**src/kwp_pkg.sv**
```systemverilog
// shared constants for the key wake-up ports block
package kwp_pkg;
   localparam int unsigned ADDR_W = 8;
   localparam int unsigned DATA_W = 32;
   localparam int unsigned PORT_W = 8;
   localparam logic [ADDR_W-1:0] OFS_DIR_G = 8'h00;
   localparam logic [ADDR_W-1:0] OFS_DIR_H = 8'h04;
   localparam logic [ADDR_W-1:0] OFS_EN_G = 8'h08;
   localparam logic [ADDR_W-1:0] OFS_EN_H = 8'h0c;
   localparam logic [ADDR_W-1:0] OFS_FLAG_G = 8'h10;
   localparam logic [ADDR_W-1:0] OFS_FLAG_H = 8'h14;
   localparam logic [ADDR_W-1:0] OFS_DATA_G = 8'h18;
   localparam logic [ADDR_W-1:0] OFS_DATA_H = 8'h1c;
   localparam logic [ADDR_W-1:0] OFS_PINS = 8'h20;
   localparam logic [PORT_W-1:0] RST_REG = 8'h00;
   localparam logic [DATA_W-1:0] RD_ZERO = 32'h0000_0000;
   localparam int unsigned I2C_SEL_BIT = 7;
   localparam int unsigned SDA_BIT = 6;
   localparam int unsigned SCL_BIT = 7;
   localparam int unsigned FLAG_G_TOP = 7;
   // filter oscillator period in bus clocks and its three sample points
   localparam int unsigned FILT_PERIOD = 6;
   localparam logic [2:0] FILT_LAST = 3'h5;
   localparam logic [2:0] FILT_S0 = 3'h1;
   localparam logic [2:0] FILT_S1 = 3'h3;
   localparam logic [2:0] FILT_S2 = 3'h5;
   localparam logic [1:0] FILT_MAJ = 2'h2;
endpackage : kwp_pkg

```
**src/kwp_sync_edge.sv**
```systemverilog
// pin synchroniser and falling-edge detector, two sync stages and one edge register per pin
`timescale 1ns/1ps
`default_nettype none
module kwp_sync_edge (
   input wire logic i_clock,
   input wire logic i_rst,
   input wire logic [15:0] i_pins,
   output logic [15:0] o_level,
   output logic [15:0] o_fall
);
   import kwp_pkg::*;
   genvar b;
   generate
      for (b = 0; b < 16; b = b + 1) begin : g_pin
         logic meta;
         logic lvl;
         logic prev;
         always_ff @(posedge i_clock or posedge i_rst) begin
            if (i_rst) begin
               meta <= 1'b1;
               lvl <= 1'b1;
               prev <= 1'b1;
            end else begin
               meta <= i_pins[b];
               lvl <= meta;
               prev <= lvl;
            end
         end
         assign o_level[b] = lvl;
         // high-to-low only; direction does not matter, the pad is read back
         assign o_fall[b] = prev & ~lvl; // RULE_01
      end
   endgenerate
endmodule : kwp_sync_edge
`default_nettype wire

```
**src/kwp_stop_filter.sv**
```systemverilog
// shared majority-vote wake-up filter, active in stop mode only
`timescale 1ns/1ps
`default_nettype none
module kwp_stop_filter (
   input wire logic i_clock,
   input wire logic i_rst,
   input wire logic i_stop,
   input wire logic i_trigger,
   input wire logic i_level,
   output logic o_valid
);
   import kwp_pkg::*;
   logic running;
   logic [2:0] phase;
   logic [1:0] votes;
   logic sample;
   logic [1:0] next_votes;
   assign sample = (phase == FILT_S0) | (phase == FILT_S1)
      | (phase == FILT_S2);
   always_comb begin
      next_votes = votes;
      if (sample && i_level) begin
         next_votes = votes + 2'h1;
      end
   end
   // oscillator starts on an enabled edge; any enabled pin feeds it, so
   // close pulses on different pins may merge into one accept
   always_ff @(posedge i_clock or posedge i_rst) begin
      if (i_rst) begin
         running <= 1'b0;
         phase <= 3'h0;
         votes <= 2'h0;
         o_valid <= 1'b0;
      end else if (!i_stop) begin // RULE_16
         running <= 1'b0;
         phase <= 3'h0;
         votes <= 2'h0;
         o_valid <= 1'b0;
      end else if (!running) begin
         running <= i_trigger; // RULE_17 RULE_19
         phase <= 3'h0;
         votes <= 2'h0;
         o_valid <= 1'b0;
      end else if (phase == FILT_LAST) begin
         running <= 1'b0;
         phase <= 3'h0;
         votes <= 2'h0;
         o_valid <= (next_votes >= FILT_MAJ); // RULE_18 RULE_20
      end else begin
         phase <= phase + 3'h1;
         votes <= next_votes;
         o_valid <= 1'b0;
      end
   end
   AST_FILTER_BYPASS: assert property ( // RULE_16
      @(posedge i_clock) disable iff (i_rst)
      !i_stop |=> !o_valid)
      else $error("filter accepted outside stop");
   AST_FILTER_START: assert property ( // RULE_17
      @(posedge i_clock) disable iff (i_rst)
      i_stop && !running && !i_trigger |=> !running)
      else $error("filter oscillator started with no trigger");
   AST_FILTER_MAJORITY: assert property ( // RULE_18
      @(posedge i_clock) disable iff (i_rst)
      o_valid |-> $past(next_votes) >= FILT_MAJ)
      else $error("filter accepted with fewer than two votes");
endmodule : kwp_stop_filter
`default_nettype wire

```
**src/kwp_ports.sv**
```systemverilog
// key wake-up ports g and h with apb register access
// Notes on behaviour
// RULE_01: wake-up only on falling pin edges
// RULE_02: irq when flag and its enable set
// RULE_03: fifteen sources share one interrupt output
// RULE_04: unclocked enabled-pin path to irq in stop
// RULE_05: edges detected whether pin is input or output
// RULE_06: pull-select pin high pulls up, low down
// RULE_07: direction bit 0 input, 1 output
// RULE_08: select bit picks plain edge or start
// RULE_09: pins 6,7 open-drain while start selected
// RULE_10: start needs sda fall while scl high
// RULE_11: enable bit 6 gates edge or start
// RULE_12: enable bits 0 disable, 1 enable
// RULE_13: flags set on falling edge, write-one clears
// RULE_14: port g flag bit 7 reads zero
// RULE_15: flag 6 records edge or start
// RULE_16: filter works only in stop mode
// RULE_17: enabled triggering edge starts filter oscillator
// RULE_18: two of three samples accept, set flag
// RULE_19: one filter shared by all enabled inputs
// RULE_20: closely spaced pulses may merge into one
// RULE_21: outside stop, synchronised edges set flags
//
// The APB slave port and the address map were decided locally.
`timescale 1ns/1ps
`default_nettype none
module kwp_ports (
   input wire logic i_clock,
   input wire logic i_rst,
   input wire logic psel,
   input wire logic penable,
   input wire logic pwrite,
   input wire logic [kwp_pkg::ADDR_W-1:0] paddr,
   input wire logic [kwp_pkg::DATA_W-1:0] pwdata,
   output logic [kwp_pkg::DATA_W-1:0] prdata,
   output logic pready,
   output logic pslverr,
   input wire logic i_stop,
   input wire logic [kwp_pkg::PORT_W-1:0] i_port_g_pins,
   input wire logic [kwp_pkg::PORT_W-1:0] i_port_h_pins,
   output logic [kwp_pkg::PORT_W-1:0] o_port_g_out,
   output logic [kwp_pkg::PORT_W-1:0] o_port_g_oe_n,
   output logic [kwp_pkg::PORT_W-1:0] o_port_h_out,
   output logic [kwp_pkg::PORT_W-1:0] o_port_h_oe_n,
   input wire logic i_port_g_pull_select,
   input wire logic i_port_h_pull_select,
   output logic o_port_g_pull_up,
   output logic o_port_g_pull_down,
   output logic o_port_h_pull_up,
   output logic o_port_h_pull_down,
   output logic o_wake_irq
);
   import kwp_pkg::*;

   logic [PORT_W-1:0] port_g_direction;
   logic [PORT_W-1:0] port_h_direction;
   logic [PORT_W-1:0] port_g_wake_enable;
   logic [PORT_W-1:0] port_h_wake_enable;
   logic [PORT_W-1:0] port_g_wake_flags;
   logic [PORT_W-1:0] port_h_wake_flags;
   logic [PORT_W-1:0] port_g_data;
   logic [PORT_W-1:0] port_h_data;
   logic [PORT_W-1:0] stop_pend_g;
   logic [PORT_W-1:0] stop_pend_h;
   logic ack;
   logic [15:0] lvl;
   logic [15:0] fall;
   logic [PORT_W-1:0] lvl_g;
   logic [PORT_W-1:0] lvl_h;
   logic [PORT_W-1:0] fall_g;
   logic [PORT_W-1:0] fall_h;
   logic i2c_start_wake_select;
   logic [PORT_W-1:0] en_g_mask;
   logic [PORT_W-1:0] ev_g;
   logic [PORT_W-1:0] set_g;
   logic [PORT_W-1:0] set_h;
   logic [PORT_W-1:0] clr_g;
   logic [PORT_W-1:0] clr_h;
   logic [PORT_W-1:0] next_flags_g;
   logic [PORT_W-1:0] next_flags_h;
   logic setup;
   logic wr;
   logic mapped;
   logic filt_valid;
   logic filt_trigger;
   logic filt_level;
   logic async_wake;
   logic pending_irq;
   logic [DATA_W-1:0] next_rdata;

   kwp_sync_edge u_sync (
      .i_clock(i_clock),
      .i_rst(i_rst),
      .i_pins({i_port_h_pins, i_port_g_pins}),
      .o_level(lvl),
      .o_fall(fall)
   );

   assign lvl_g = lvl[PORT_W-1:0];
   assign lvl_h = lvl[2*PORT_W-1:PORT_W];
   assign fall_g = fall[PORT_W-1:0];
   assign fall_h = fall[2*PORT_W-1:PORT_W];
   assign i2c_start_wake_select = port_g_wake_enable[I2C_SEL_BIT];

   // bit 7 of the g enable register is the start-detect select, not a pin
   always_comb begin
      en_g_mask = port_g_wake_enable;
      en_g_mask[FLAG_G_TOP] = 1'b0; // RULE_12
   end

   // per-pin events; pin 6 turns into start detect when selected
   always_comb begin
      ev_g = fall_g; // RULE_05
      ev_g[FLAG_G_TOP] = 1'b0; // RULE_14
      if (i2c_start_wake_select) begin
         ev_g[SDA_BIT] = fall_g[SDA_BIT] & lvl_g[SCL_BIT]; // RULE_08 RULE_10
      end
   end

   // outside stop the edges set flags directly; in stop they wait for
   // the filter to accept, and short glitches are then dropped
   assign filt_trigger = |(ev_g & en_g_mask) | |(fall_h & port_h_wake_enable);
   assign filt_level = |(~lvl_g & en_g_mask) | |(~lvl_h & port_h_wake_enable);

   kwp_stop_filter u_filter (
      .i_clock(i_clock),
      .i_rst(i_rst),
      .i_stop(i_stop),
      .i_trigger(filt_trigger),
      .i_level(filt_level),
      .o_valid(filt_valid)
   );

   always_ff @(posedge i_clock or posedge i_rst) begin
      if (i_rst) begin
         stop_pend_g <= RST_REG;
         stop_pend_h <= RST_REG;
      end else if (!i_stop || filt_valid) begin
         stop_pend_g <= RST_REG;
         stop_pend_h <= RST_REG;
      end else begin
         stop_pend_g <= stop_pend_g | (ev_g & en_g_mask); // RULE_19
         stop_pend_h <= stop_pend_h | (fall_h & port_h_wake_enable);
      end
   end

   always_comb begin
      if (i_stop) begin
         set_g = filt_valid ? (stop_pend_g | (ev_g & en_g_mask)) : RST_REG;
         set_h = filt_valid ? (stop_pend_h | (fall_h & port_h_wake_enable))
            : RST_REG; // RULE_18
      end else begin
         set_g = ev_g; // RULE_21 RULE_15
         set_h = fall_h; // RULE_21
      end
   end

   // apb: setup cycle arms the answer, access completes one cycle later
   assign setup = psel & ~penable;
   assign pready = psel & penable & ack;
   assign wr = pready & pwrite;
   assign mapped = (paddr == OFS_DIR_G) | (paddr == OFS_DIR_H)
      | (paddr == OFS_EN_G) | (paddr == OFS_EN_H) | (paddr == OFS_FLAG_G)
      | (paddr == OFS_FLAG_H) | (paddr == OFS_DATA_G)
      | (paddr == OFS_DATA_H) | (paddr == OFS_PINS);

   always_ff @(posedge i_clock or posedge i_rst) begin
      if (i_rst) begin
         ack <= 1'b0;
      end else begin
         ack <= setup;
      end
   end

   always_comb begin
      next_rdata = RD_ZERO;
      case (paddr)
         OFS_DIR_G: next_rdata[PORT_W-1:0] = port_g_direction;
         OFS_DIR_H: next_rdata[PORT_W-1:0] = port_h_direction;
         OFS_EN_G: next_rdata[PORT_W-1:0] = port_g_wake_enable;
         OFS_EN_H: next_rdata[PORT_W-1:0] = port_h_wake_enable;
         OFS_FLAG_G: next_rdata[PORT_W-1:0] = port_g_wake_flags; // RULE_14
         OFS_FLAG_H: next_rdata[PORT_W-1:0] = port_h_wake_flags;
         OFS_DATA_G: next_rdata[PORT_W-1:0] = port_g_data;
         OFS_DATA_H: next_rdata[PORT_W-1:0] = port_h_data;
         OFS_PINS: next_rdata[2*PORT_W-1:0] = lvl;
         default: next_rdata = RD_ZERO;
      endcase
   end

   always_ff @(posedge i_clock or posedge i_rst) begin
      if (i_rst) begin
         prdata <= RD_ZERO;
         pslverr <= 1'b0;
      end else if (setup) begin
         prdata <= pwrite ? RD_ZERO : next_rdata;
         pslverr <= ~mapped;
      end
   end

   always_ff @(posedge i_clock or posedge i_rst) begin
      if (i_rst) begin
         port_g_direction <= RST_REG;
         port_h_direction <= RST_REG;
         port_g_data <= RST_REG;
         port_h_data <= RST_REG;
      end else if (wr) begin
         if (paddr == OFS_DIR_G) begin
            port_g_direction <= pwdata[PORT_W-1:0]; // RULE_07
         end
         if (paddr == OFS_DIR_H) begin
            port_h_direction <= pwdata[PORT_W-1:0]; // RULE_07
         end
         if (paddr == OFS_DATA_G) begin
            port_g_data <= pwdata[PORT_W-1:0];
         end
         if (paddr == OFS_DATA_H) begin
            port_h_data <= pwdata[PORT_W-1:0];
         end
      end
   end

   always_ff @(posedge i_clock or posedge i_rst) begin
      if (i_rst) begin
         port_g_wake_enable <= RST_REG;
         port_h_wake_enable <= RST_REG;
      end else if (wr) begin
         if (paddr == OFS_EN_G) begin
            port_g_wake_enable <= pwdata[PORT_W-1:0]; // RULE_11 RULE_12
         end
         if (paddr == OFS_EN_H) begin
            port_h_wake_enable <= pwdata[PORT_W-1:0]; // RULE_12
         end
      end
   end

   // write-one-to-clear; a set in the same cycle wins over the clear
   assign clr_g = (wr && paddr == OFS_FLAG_G) ? pwdata[PORT_W-1:0] : RST_REG;
   assign clr_h = (wr && paddr == OFS_FLAG_H) ? pwdata[PORT_W-1:0] : RST_REG;
   always_comb begin
      next_flags_g = (port_g_wake_flags & ~clr_g) | set_g; // RULE_13
      next_flags_g[FLAG_G_TOP] = 1'b0; // RULE_14
      next_flags_h = (port_h_wake_flags & ~clr_h) | set_h; // RULE_13
   end

   always_ff @(posedge i_clock or posedge i_rst) begin
      if (i_rst) begin
         port_g_wake_flags <= RST_REG;
         port_h_wake_flags <= RST_REG;
      end else begin
         port_g_wake_flags <= next_flags_g;
         port_h_wake_flags <= next_flags_h;
      end
   end

   // pins: open-drain on 6 and 7 while start detect is selected
   always_comb begin
      o_port_g_out = port_g_data;
      o_port_g_oe_n = ~port_g_direction; // RULE_07
      if (i2c_start_wake_select) begin
         o_port_g_out[SDA_BIT] = 1'b0; // RULE_09
         o_port_g_out[SCL_BIT] = 1'b0; // RULE_09
         o_port_g_oe_n[SDA_BIT] = ~(port_g_direction[SDA_BIT]
            & ~port_g_data[SDA_BIT]); // RULE_09
         o_port_g_oe_n[SCL_BIT] = ~(port_g_direction[SCL_BIT]
            & ~port_g_data[SCL_BIT]); // RULE_09
      end
   end
   assign o_port_h_out = port_h_data;
   assign o_port_h_oe_n = ~port_h_direction; // RULE_07

   assign o_port_g_pull_up = i_port_g_pull_select; // RULE_06
   assign o_port_g_pull_down = ~i_port_g_pull_select; // RULE_06
   assign o_port_h_pull_up = i_port_h_pull_select; // RULE_06
   assign o_port_h_pull_down = ~i_port_h_pull_select; // RULE_06

   // the raw-pin term needs no clock, so a stopped part still wakes;
   // it is a level, held while any enabled pin stays low
   assign async_wake = i_stop & (|(~i_port_g_pins & en_g_mask)
      | |(~i_port_h_pins & port_h_wake_enable)); // RULE_04
   assign pending_irq = |(port_g_wake_flags & en_g_mask)
      | |(port_h_wake_flags & port_h_wake_enable); // RULE_02
   assign o_wake_irq = pending_irq | async_wake; // RULE_03

   AST_IRQ_FROM_FLAGS: assert property ( // RULE_02
      @(posedge i_clock) disable iff (i_rst)
      (|(port_h_wake_flags & port_h_wake_enable)) |-> o_wake_irq)
      else $error("enabled flag without interrupt");
   AST_IRQ_FROM_G: assert property ( // RULE_02
      @(posedge i_clock) disable iff (i_rst)
      (|(port_g_wake_flags & en_g_mask)) |-> o_wake_irq)
      else $error("enabled port g flag without interrupt");
   AST_IRQ_QUIET: assert property ( // RULE_03
      @(posedge i_clock) disable iff (i_rst)
      !i_stop && !(|(port_g_wake_flags & en_g_mask))
      && !(|(port_h_wake_flags & port_h_wake_enable)) |-> !o_wake_irq)
      else $error("interrupt without an enabled flag");
   AST_ASYNC_WAKE: assert property ( // RULE_04
      @(posedge i_clock) disable iff (i_rst)
      i_stop && port_h_wake_enable[0] && !i_port_h_pins[0] |-> o_wake_irq)
      else $error("enabled low pin in stop did not raise interrupt");
   AST_FLAG7_ZERO: assert property ( // RULE_14
      @(posedge i_clock) disable iff (i_rst)
      !port_g_wake_flags[FLAG_G_TOP])
      else $error("port g flag bit 7 set");
   AST_EDGE_SETS: assert property ( // RULE_21
      @(posedge i_clock) disable iff (i_rst)
      !i_stop && fall_h[0] |=> port_h_wake_flags[0])
      else $error("falling edge did not set flag");
   AST_PIN6_PLAIN: assert property ( // RULE_08
      @(posedge i_clock) disable iff (i_rst)
      !i_stop && !i2c_start_wake_select && fall_g[SDA_BIT]
      |=> port_g_wake_flags[SDA_BIT])
      else $error("plain pin 6 edge did not set flag");
   AST_START_SETS: assert property ( // RULE_15
      @(posedge i_clock) disable iff (i_rst)
      !i_stop && i2c_start_wake_select && fall_g[SDA_BIT] && lvl_g[SCL_BIT]
      |=> port_g_wake_flags[SDA_BIT])
      else $error("start condition did not set flag 6");
   AST_W1C: assert property ( // RULE_13
      @(posedge i_clock) disable iff (i_rst)
      wr && paddr == OFS_FLAG_H && pwdata[0] && !set_h[0]
      |=> !port_h_wake_flags[0])
      else $error("write one did not clear flag");
   AST_W0_KEEPS: assert property ( // RULE_13
      @(posedge i_clock) disable iff (i_rst)
      wr && paddr == OFS_FLAG_H && !pwdata[0] && port_h_wake_flags[0]
      |=> port_h_wake_flags[0])
      else $error("write zero cleared a flag");
   AST_START_NEEDS_SCL: assert property ( // RULE_10
      @(posedge i_clock) disable iff (i_rst)
      !i_stop && i2c_start_wake_select && !lvl_g[SCL_BIT]
      && !port_g_wake_flags[SDA_BIT] && !clr_g[SDA_BIT]
      |=> !port_g_wake_flags[SDA_BIT])
      else $error("start flagged with scl low");
   AST_OPEN_DRAIN: assert property ( // RULE_09
      @(posedge i_clock) disable iff (i_rst)
      i2c_start_wake_select |-> o_port_g_out[SCL_BIT:SDA_BIT] == 2'h0)
      else $error("start-detect pins driven high");
   AST_DIR_WRITE: assert property ( // RULE_07
      @(posedge i_clock) disable iff (i_rst)
      wr && paddr == OFS_DIR_H |=> o_port_h_oe_n == ~$past(pwdata[7:0]))
      else $error("direction write did not reach pins");
   AST_DIR_G_WRITE: assert property ( // RULE_07
      @(posedge i_clock) disable iff (i_rst)
      wr && paddr == OFS_DIR_G
      |=> port_g_direction == $past(pwdata[PORT_W-1:0]))
      else $error("port g direction write lost");
   AST_STOP_HOLD: assert property ( // RULE_16
      @(posedge i_clock) disable iff (i_rst)
      i_stop && !filt_valid && !(|clr_h)
      |=> port_h_wake_flags == $past(port_h_wake_flags))
      else $error("flag set in stop without filter accept");
   AST_STOP_ACCEPT: assert property ( // RULE_18
      @(posedge i_clock) disable iff (i_rst)
      i_stop && filt_valid && stop_pend_h[0] |=> port_h_wake_flags[0])
      else $error("accepted pulse did not set its flag");
endmodule : kwp_ports
`default_nettype wire

```
**config.mk**
```make
export PLATFORM = sky130hd
export DESIGN_NAME = kwp_ports
export DESIGN_NICKNAME = d
export VERILOG_FILES = /design/src/kwp_pkg.sv /design/src/kwp_sync_edge.sv /design/src/kwp_stop_filter.sv /design/src/kwp_ports.sv
export SDC_FILE = /design/constraint.sdc
export NUM_CORES = 1
export LEC_CHECK = 0
export ABC_CLOCK_PERIOD_IN_PS = 3900
export BUFFER_PORTS_ARGS = -buffer_cell sky130_fd_sc_hd__buf_4
export CAP_MARGIN = 20
export CORE_AREA = 2 2 120 122
export DETAILED_ROUTE_END_ITERATION = 8
export DIE_AREA = 0 0 122 124
export GPL_TIMING_DRIVEN = 0
export HOLD_SLACK_MARGIN = 0.12
export PLACE_DENSITY_LB_ADDON = 0.1
export SETUP_SLACK_MARGIN = 0.5
export SYNTH_ARGS = -nofsm -noshare
export SYNTH_HDL_FRONTEND = slang
export SYNTH_SLANG_ARGS = --single-unit
export TNS_END_PERCENT = 10
```
**constraint.sdc**
```tcl
create_clock -name i_clock -period 3.9 [get_ports i_clock]
set_input_delay 0.195 -clock i_clock [delete_from_list [all_inputs] [get_ports i_clock]]
set_output_delay 0.195 -clock i_clock [all_outputs]
set_load 0.02 [all_outputs]
```
==> results.yml, run 1 <==
run_status:
  outcome: "finished clean"
synthesis:
  synth_edf_count: 0
  synth.mux.area_fraction: 0.0754
  synth-xor-area-share: 0.00129
  synth-adder-area-share: 0.00185
  yosysUniqueCellTypes: 58
  synth-compound-area-share: 0.147
  ys_seq_area_frac: 0.563
  syn-cell-area_um2: 6770
  synth_warnings: 0
  synth_area_leader_cell: "dfrtp_1"
  synth_top_family_by_area: "simple AND/OR/NAND/NOR gates"
  yosys_register_bits: 150
  synth-simple-area-share: 0.148
  synthArstFlopShare: 1.00
  ys_top_cells_by_area: "dfrtp_1 38%, dfstp_2 18%, mux2_2 5.0%, nand2_1 4.3%, buf_4 2.9%"
  synth_top_area_share: 0.381
  ys.flop_type: "dfrtp_1"
  avgSynthCellArea_um2: 11.0
  synth_cells: 618
setup_path:
  critical_path_class: "flop to primary output"
  max_stage_delay_ps: 530
  worstPathRequired_ps: 3700
  start_kind: "flop"
  cp_slowest_cell: "o41ai_1"
  crit_chain: "inv_1, o22ai_1, or4_1, o41ai_1, nand4_1, buf_4"
  crit_path_end_kind: "primary output"
  cp_max_fo: 5
  crit_arrival_ps: 2660
global_routing:
  grt_pass1_vias: 5284
  grt_pass1_wl_mm: 29.6
  antenna_found_initial: 0
  overflow: 0
  grt_max_degree: 40
  grt.total_usage: 0.264
job:
  drv_cap: 0
placed_design:
  place_ws_ps: 1550
  gp_congestion: 0.947
  io_buffers: 93
  dp_hpwl_mm: 14.0
sta:
  slew_viol_final: 0
  period_share: 0.732
  timing.fmax_ghz: 0.350
  setup_viol: 0
  hold_slack_ps: 240
  slew_headroom: 0.386
  rsz0062_at_grt: "no"
  final-hold-violation-count: 0
  worst_slack_ps: 1040
  layout_min_cycle_time_ps: 2860
  clock-skew-final_ps: 7.56
  timing.setup.tns_ps: 0
  worst_pin_slew_ps: 916
detailed_routing:
  wl_per_cell_um: 19.1
  drc_errors: 0
  drt_pass1_iterations: 5
  num_vias: 5311
  ant_nets: 0
  drt_wl_total_mm: 18.5
  drt-vias-per-instance: 5.49
  drt-initial-drc-count: 326
floorplan:
  start_util: 0.493
  die_area_um2: 15100
  die_w_um: 122
  core_um2: 13700
  ioPinCount: 135
  die_h_um: 124
  fp-row-count: 43
layout:
  final_common_cell: "buf_4"
  n_fill_cell: 1112
  layout-drive-gt1-share: 0.335
  finalNetCount: 840
  syn2layout_area_growth_pct: 28.2
  layout_common_cells: "119 x buf_4, 103 x dfrtp_1, 78 x nand2_1, 47 x dfstp_2, 41 x inv_1"
  antenna_cells: 0
clock_network:
  clk_latency_ps: 430
  clkSlewWorstSetupHoldPaths_ps: 60
  ctsResizeCount: 0
  cts_buffer_depth: 2
  cts_buffers: 17
  cts_htree_levels: 4
  clock-sinks: 150
  cts_hold_buf: 26
  cts-root-buf: "clkbuf_16"
  postCtsSetupRepairBufs: 0
  cts_tree: "done"
power:
  p_total_w: 0.00357
  ir_drop_mv: 0.288
  p_leak_nw: 3.87
  power_density_nw_per_um2: 411
min_path:
  hp-class: "input pin to flop"
## registers in the layout, indices dropped and copies added (netlist names), 8 cells and up
| register | cells |
|---|---|
| u_sync.g_pin.prev | 15 |
| prdata | 16 |
| u_sync.g_pin.meta | 16 |
| port_g_data | 8 |
| u_sync.g_pin.lvl | 16 |
| port_h_wake_enable | 8 |
| stop_pend_h | 8 |
| port_g_direction | 8 |
| port_h_wake_flags | 8 |
| o_port_h_out | 8 |
| port_g_wake_enable | 8 |
| port_h_direction | 8 |
## cell families after synthesis
group                    count (synthesis)
AO/OA/AOI/OAI                          147
XOR/XNOR                                 1
adder cells (fa/ha/maj)                  1
buffers and inverters                   86
flip-flops                             150
multiplexers                            41
other                                    1
AND/OR/NAND/NOR                        191
## final timing paths
check	start	to	slack (ps)	cells after the start
worst min-delay path	paddr[0]	prdata[1]	240	4
worst min register to register	u_sync.g_pin[8].meta	u_sync.g_pin[8].lvl	350	0
max in group asynchronous	i_rst	u_sync.g_pin[2].prev	2660	5
worst max register to register	ack	o_port_h_out[1]	2020	4
min in group asynchronous	i_rst	prdata[9]	380	3
worst max-delay path	port_h_wake_enable[7]	o_wake_irq	1040	6
## worst max-delay path: cells and delay by family, from the launching register on
kind	cells	cell delay, ps
simple gates	2	750
compound gates	2	660
flops	1	440
buf+inv	2	370
## Yosys cell counts (all sizes together) (6+ instances only)
| library cell | instances |
|---|---|
| o21ai | 40 |
| o22ai | 17 |
| dfrtp | 103 |
| mux2 | 30 |
| mux2i | 6 |
| buf | 36 |
| dfstp | 47 |
| nand3b | 7 |
| inv | 42 |
| a21oi | 29 |
| a22o | 11 |
| nand3 | 14 |
| nand2 | 79 |
| nor3 | 7 |
| nor2 | 33 |
| clkbuf | 8 |
| nand2b | 21 |
| a22oi | 11 |
| a221o | 15 |
## cell type report
type,count,area [um^2],area share
tap,180,225,0.0259
multi-input combinational,397,2580,0.298
clock buffer,24,492,0.0566
timing repair buffer,123,1040,0.120
buffer,44,273,0.0314
inverter,42,161,0.0186
clock inverter,8,96.3,0.0111
sequential,150,3810,0.439
## per-layer routing
metal | track usage | vias up | wire [um]
met1 | 0.359 | 2599 | 8170
met4 | 0.107 | 0 | 599
li1 | - | 2462 | -
met2 | 0.413 | 210 | 8470
met3 | 0.0591 | 40 | 1220
met5 | 0 | - | 0
## per-stage QoR
step | area, um^2 | cells | util
floorplan | 6830 | 633 | -
global placement | 7750 | 906 | 0.565
detailed placement | 7830 | 910 | 0.571
CTS | 8680 | 968 | 0.633
global route | 8680 | 968 | 0.633
finish | 8680 | 968 | 0.633
## power breakdown
part / switching, W / total (W) / internal (W) / leakage (nW)
clock: 0.000620 / 0.00163 / 0.00101 / 0.290
combinational: 0.000167 / 0.000293 / 0.000126 / 1.86
sequential: 0.0000306 / 0.00165 / 0.00162 / 1.72
Note: power is estimated with default switching activity, not from simulation.
==> run 2, diff against run 1 <==
--- a/config.mk
+++ b/config.mk
@@ -5,7 +5,7 @@
 export SDC_FILE = /design/constraint.sdc
 export NUM_CORES = 1
 export LEC_CHECK = 0
-export ABC_CLOCK_PERIOD_IN_PS = 3900
+export ABC_CLOCK_PERIOD_IN_PS = 2420
 export BUFFER_PORTS_ARGS = -buffer_cell sky130_fd_sc_hd__buf_4
 export CAP_MARGIN = 20
 export CORE_AREA = 2 2 120 122
==> constraint.sdc (replaced) <==
create_clock -name i_clock -period 2.42 [get_ports i_clock]
set_input_delay 0.121 -clock i_clock [delete_from_list [all_inputs] [get_ports i_clock]]
set_output_delay 0.121 -clock i_clock [all_outputs]
set_load 0.02 [all_outputs]
==> run 2 against run 1 <==
Net effect: combinational power is 65% higher; sequential cell count stayed put; final area is 1.2% higher; critical path depth stayed put; clock power is 61% higher; worst hold slack worse by 100 ps; critical path type unchanged; critical endpoint unchanged; largest power group unchanged; highest routed layer unchanged.
==> results.yml, run 2 (synthesis gave the netlist of run 1 again) <==
run_status:
  outcome: "finished clean"
detailed_routing:
  drt_wl_total_mm: 18.8
  drc_errors: 0
  ant_nets: 0
  drt_pass1_iterations: 6
  wl_per_cell_um: 19.3
  num_vias: 5405
  drt-initial-drc-count: 409
  drt-vias-per-instance: 5.54
layout:
  reg_top3: "prdata x16, u_sync.g_pin.lvl x16, u_sync.g_pin.meta x16"
  layout_common_cells: "125 x buf_4, 99 x dfrtp_1, 77 x nand2_1, 47 x dfstp_2, 37 x o21ai_0"
  syn2layout_area_growth_pct: 29.7
  post_layout_nonfiller_instances: 975
  multi_input_area_um2: 2620
  register_area_um2: 3820
  fin_util: 0.640
  fin_area_um2: 8780
  layout-drive-gt1-share: 0.362
  final_common_cell: "buf_4"
  antenna_cells: 0
  finalNetCount: 847
  n_fill_cell: 1096
sta:
  setup_viol: 0
  layout_min_cycle_time_ps: 2410
  worst_pin_slew_ps: 886
  period_share: 0.994
  clock-skew-final_ps: 10.3
  slew_viol_final: 0
  rsz0062_at_grt: "yes"
  slew_headroom: 0.406
  timing.setup.tns_ps: 0
  timing.fmax_ghz: 0.416
  final-hold-violation-count: 0
floorplan:
  ioPinCount: 135
  die_h_um: 124
  die_area_um2: 15100
  die_w_um: 122
  fp-row-count: 43
  start_util: 0.493
  core_um2: 13700
setup_path:
  worstPathRequired_ps: 2300
  cp-startpoint: "port_h_wake_enable[3]"
  crit_arrival_ps: 2290
  crit_path_end_kind: "primary output"
  r2r_cells: 4
  r2r_slack_ps: 610
  worst_r2r_endpoint: "port_g_data[5]"
  regToRegStartpoint: "ack"
  start_kind: "flop"
  cp_max_fo: 4
  critical_path_class: "flop to primary output"
power:
  power_density_nw_per_um2: 656
  ir_drop_mv: 0.464
  p_leak_nw: 3.90
min_path:
  holdPathEnd: "port_g_wake_flags[6]"
  min_from: "i_stop"
  hp-class: "input pin to flop"
  min_path_cells: 3
placed_design:
  dp_hpwl_mm: 14.0
  io_buffers: 93
  dp_cells: 910
  dpl_cell_area_um2: 7830
  gp_congestion: 0.947
global_routing:
  grt_max_degree: 40
  grt_pass1_wl_mm: 30.0
  overflow: 0
  antenna_found_initial: 0
  grt_pass1_vias: 5335
  grt.total_usage: 0.269
clock_network:
  cts_buffers: 17
  cts_htree_levels: 4
  clk_latency_ps: 430
  clkSlewWorstSetupHoldPaths_ps: 60
  clock-sinks: 150
  cts_buffer_depth: 2
  cts_tree: "done"
  cts-root-buf: "clkbuf_16"
job:
  drv_cap: 0
## run 2: cell count changes in the layout (fill, tap and decap cells not counted), sizes merged
cell	change
buf	+6
dlygate4sd3	+1
## run 2: how the worst max path moves through the flow
stage                      end
6_report            o_wake_irq
5_1_grt             o_wake_irq
4_1_cts             o_wake_irq
3_5_place_dp        o_wake_irq
3_3_place_gp   o_port_h_out[5]
2_1_floorplan              ack
## run 2: final cells by class
type,count,share of cell area
well taps,180,0.0256
clock inverters,8,0.0110
plain buffers,44,0.0312
clock buffers,24,0.0560
repair buffers,130,0.125
inverters,42,0.0184
multi-input cells,397,0.299
flip-flops and latches,150,0.435
## run 2: metal layers
layer,track usage,vias to the layer above,wire length (um)
met1,0.365,2681,8320
met3,0.0623,40,1160
met4,0.101,0,522
met5,0,-,0
li1,-,2477,-
met2,0.422,207,8850
## run 2: critical path: stages (launching register included)
cell and delay [ps]:
dfrtp_1 420, inv_2 110, o22ai_2 60, or4_1 570, o41ai_4 270, nand4_1 210
buf_4 220
## run 2: timing repair
| action | 4_1_cts | 5_1_grt |
|---|---|---|
| buffers inserted | 6 | 0 |
| hold buffers | 27 | 0 |
| setup endpoints to repair | 1 | 12 |
| pin swaps | 4 | 1 |
| resized for setup | 16 | 5 |
| endpoints found under the hold margin | 102 | 0 |
| gates cloned | 0 | 0 |
## run 2: per-stage QoR
step	setup WS (ps)	hold slack (ps)	total power (W)
global placement	-428	229	0.00312
floorplan	448	125	0.00294
global route	-11.9	165	0.00596
detailed placement	148	205	0.00315
CTS	31.3	126	0.00579
finish	13.7	138	0.00576
## run 2: where the power goes
group / leakage, nW / total (W) / internal, W / switching [W]
sequential: 1.71 / 0.00266 / 0.00261 / 0.0000495
combinational: 1.90 / 0.000482 / 0.000207 / 0.000275
clock: 0.290 / 0.00262 / 0.00162 / 0.000996
total: 3.90 / 0.00576 / 0.00444 / 0.00132
==> run 3, diff against run 2 <==
--- a/config.mk
+++ b/config.mk
@@ -5,6 +5,7 @@
 export SDC_FILE = /design/constraint.sdc
 export NUM_CORES = 1
 export LEC_CHECK = 0
+export ABC_AREA = 1
 export ABC_CLOCK_PERIOD_IN_PS = 2420
 export BUFFER_PORTS_ARGS = -buffer_cell sky130_fd_sc_hd__buf_4
 export CAP_MARGIN = 20
==> run 3 against run 2 <==
Net effect: register-to-register slack better by 210 ps; power shrank 6.1%; maximum frequency up 28%; clock skew fell by 2.6 ps; clock power down 6%; worst hold slack gained 21 ps; final area fell by 2.4%; critical path depth stayed put; combinational power down 29%; sequential cell count stayed put; sequential power down 2%; highest routed layer unchanged.
==> results.yml, run 3 <==
placed_design:
  gp_congestion: 0.876
  io_buffers: 94
  dp_cells: 1090
  dp_hpwl_mm: 13.9
  place_ws_ps: 541
power:
  pwr-share-seq: 0.484
  power_density_nw_per_um2: 632
  power_frac_comb: 0.063
  netSwitchingPower_w: 0.00129
  p_leak_nw: 4.13
  pwr-share-clk: 0.453
  ir_drop_mv: 0.458
  p_sw_frac: 0.239
  internal_power_w: 0.00412
  p_total_w: 0.00541
floorplan:
  fp-row-count: 43
  core_um2: 13700
  die_h_um: 124
  die_area_um2: 15100
  die_w_um: 122
  ioPinCount: 135
  start_util: 0.492
setup_path:
  regToRegStartpoint: "u_filter.o_valid"
  r2r_slack_ps: 820
  cp_slowest_cell: "dfrtp_1"
  crit_path_end_kind: "primary output"
  worst_r2r_endpoint: "port_h_wake_flags[3]"
  crit_arrival_ps: 1760
  critPathBufInv: 1
  critical_path.most_common_cell: "nand2_1"
  cp_max_fo: 6
  max_stage_delay_ps: 450
  start_kind: "flop"
  crit_family: "simple AND/OR/NAND/NOR gates"
  critical_path_class: "flop to primary output"
  path_depth: 6
  r2r_cells: 5
  worstPathRequired_ps: 2300
  crit_chain: "nand2_1, nand4_1, nor3_2, and3_1, nand2_1, buf_4"
detailed_routing:
  drt-vias-per-instance: 5.12
  drt_wl_total_mm: 18.8
  drc_errors: 0
  drt_pass1_iterations: 5
  wl_per_cell_um: 16.5
  num_vias: 5857
  drt-initial-drc-count: 365
  ant_nets: 0
min_path:
  hp-class: "input pin to flop"
  holdPathEnd: "port_g_wake_enable[6]"
  min_path_cells: 3
  min_from: "pwdata[6]"
synthesis:
  ys_seq_area_frac: 0.565
  ys.flop_type: "dfrtp_1"
  avgSynthCellArea_um2: 8.46
  yosys_register_bits: 150
  ys_top_cells_by_area: "dfrtp_1 38%, dfstp_2 18%, nand2_1 13%, inv_1 6.3%, o21ai_0 5.4%"
  synth_area_leader_cell: "dfrtp_1"
  synth_cells: 798
  synth_warnings: 0
  synthTopCellsByCount: "226 x nand2_1, 114 x inv_1, 103 x dfrtp_1"
  synth_most_common_cell: "nand2_1"
  synth_top_area_share: 0.382
  synthArstFlopShare: 1.00
  synth_edf_count: 0
  syn-cell-area_um2: 6750
  yosysUniqueCellTypes: 28
layout:
  post_layout_nonfiller_instances: 1144
  layout-drive-gt1-share: 0.228
  syn2layout_area_growth_pct: 27.0
  final_common_cell: "nand2_1"
  register_area_um2: 3810
  finalNetCount: 1016
  antenna_cells: 0
  layout_common_cells: "226 x nand2_1, 119 x buf_4, 113 x inv_1, 103 x dfrtp_1, 73 x o21ai_0"
  n_fill_cell: 1235
  multi_input_area_um2: 2290
  reg_top3: "prdata x16, u_sync.g_pin.lvl x16, u_sync.g_pin.meta x16"
sta:
  layout_min_cycle_time_ps: 1880
  timing.fmax_ghz: 0.533
  slew_headroom: 0.529
  rsz0062_at_grt: "yes"
  final-hold-violation-count: 0
  worst_pin_slew_ps: 706
  clock-skew-final_ps: 7.67
  slew_viol_final: 0
  setup_viol: 0
  period_share: 0.775
  worst_slack_ps: 544
clock_network:
  clkSlewWorstSetupHoldPaths_ps: 60
  cts_tree: "done"
  clock-sinks: 150
  cts_buffer_depth: 2
  cts_htree_levels: 4
  cts_buffers: 17
  clk_latency_ps: 420
  cts-root-buf: "clkbuf_16"
global_routing:
  overflow: 0
  grt_pass1_vias: 5844
  grt_max_degree: 46
  grt.total_usage: 0.262
  antenna_found_initial: 0
  grt_pass1_wl_mm: 29.6
job:
  drv_cap: 0
run_status:
  outcome: "finished clean"
-- run 3: metal layers --
| layer | wire length [um] | vias to the layer above | global-route usage |
|---|---|---|---|
| li1 | - | 2803 | - |
| met1 | 8170 | 2834 | 0.344 |
| met2 | 9290 | 189 | 0.438 |
| met3 | 992 | 31 | 0.0467 |
| met4 | 397 | 0 | 0.0948 |
| met5 | 0 | - | 0 |
-- run 3: final cells by class --
cell class                      instances  area share
Sequential cell                       150       0.445
Buffer                                 36      0.0310
Multi-Input combinational cell        509       0.267
Inverter                              118      0.0521
Timing Repair Buffer                  119       0.115
Clock inverter                          9     0.00803
Clock buffer                           23      0.0558
Tap cell                              180      0.0263
-- run 3: worst register-to-register path: stages, from the launching register on --
cell      delay [ps]
dfrtp_1          380
nand2_1          210
clkbuf_1         460
a21oi_1           80
a31oi_1          260
nand2_1           90
-- run 3: logic make-up (layout without fill, tap and decap cells) --
logic type,count (synthesis),count (layout),share of synthesized area
other,1,16,0.000556
adder cells (fa/ha/maj),1,1,0.00185
AO/OA/AOI/OAI,139,139,0.111
AND/OR/NAND/NOR,353,353,0.217
buffers and inverters,154,305,0.105
flip-flops,150,150,0.565
-- run 3: what timing repair did --
item                       4_1_cts  5_1_grt
cloned                           0        0
hold buffers                    21        0
pin swaps                        0        1
gates resized for setup          1        0
setup buffers                    0        1
setup endpoints to repair        1       64
hold endpoints to repair        42        0
-- run 3: power by group through the flow --
| stage | clock, W | combinational, W | sequential (W) |
|---|---|---|---|
| after global placement | 0 | 0.000295 | 0.00266 |
| after detailed placement | 0 | 0.000313 | 0.00266 |
| final | 0.00245 | 0.000340 | 0.00262 |
| after global routing | 0.00258 | 0.000376 | 0.00263 |
| after CTS | 0.00248 | 0.000341 | 0.00262 |
| after floorplan | 0 | 0.000168 | 0.00265 |
-- run 3: metrics by stage --
step	TNS (ps)	hold slack, ps	cell area, um^2	utilization
2_1_floorplan	0	125	6810	-
3_3_place_gp	-37640	230	7740	0.564
3_5_place_dp	0	231	7800	0.569
4_1_cts	0	163	8560	0.624
5_1_grt	0	186	8570	0.625
6_report	0	159	8570	0.625
-- run 3: how the worst max path moves through the flow --
stage                           end                   from  slack, ps
2_1_floorplan                   ack                  i_rst        450
3_3_place_gp         port_g_data[5]                  i_rst       -370
3_5_place_dp   port_h_wake_flags[5]               paddr[7]        540
4_1_cts                  o_wake_irq  port_h_wake_enable[7]        540
5_1_grt                  o_wake_irq  port_h_wake_enable[5]        430
6_report                 o_wake_irq  port_h_wake_enable[7]        540
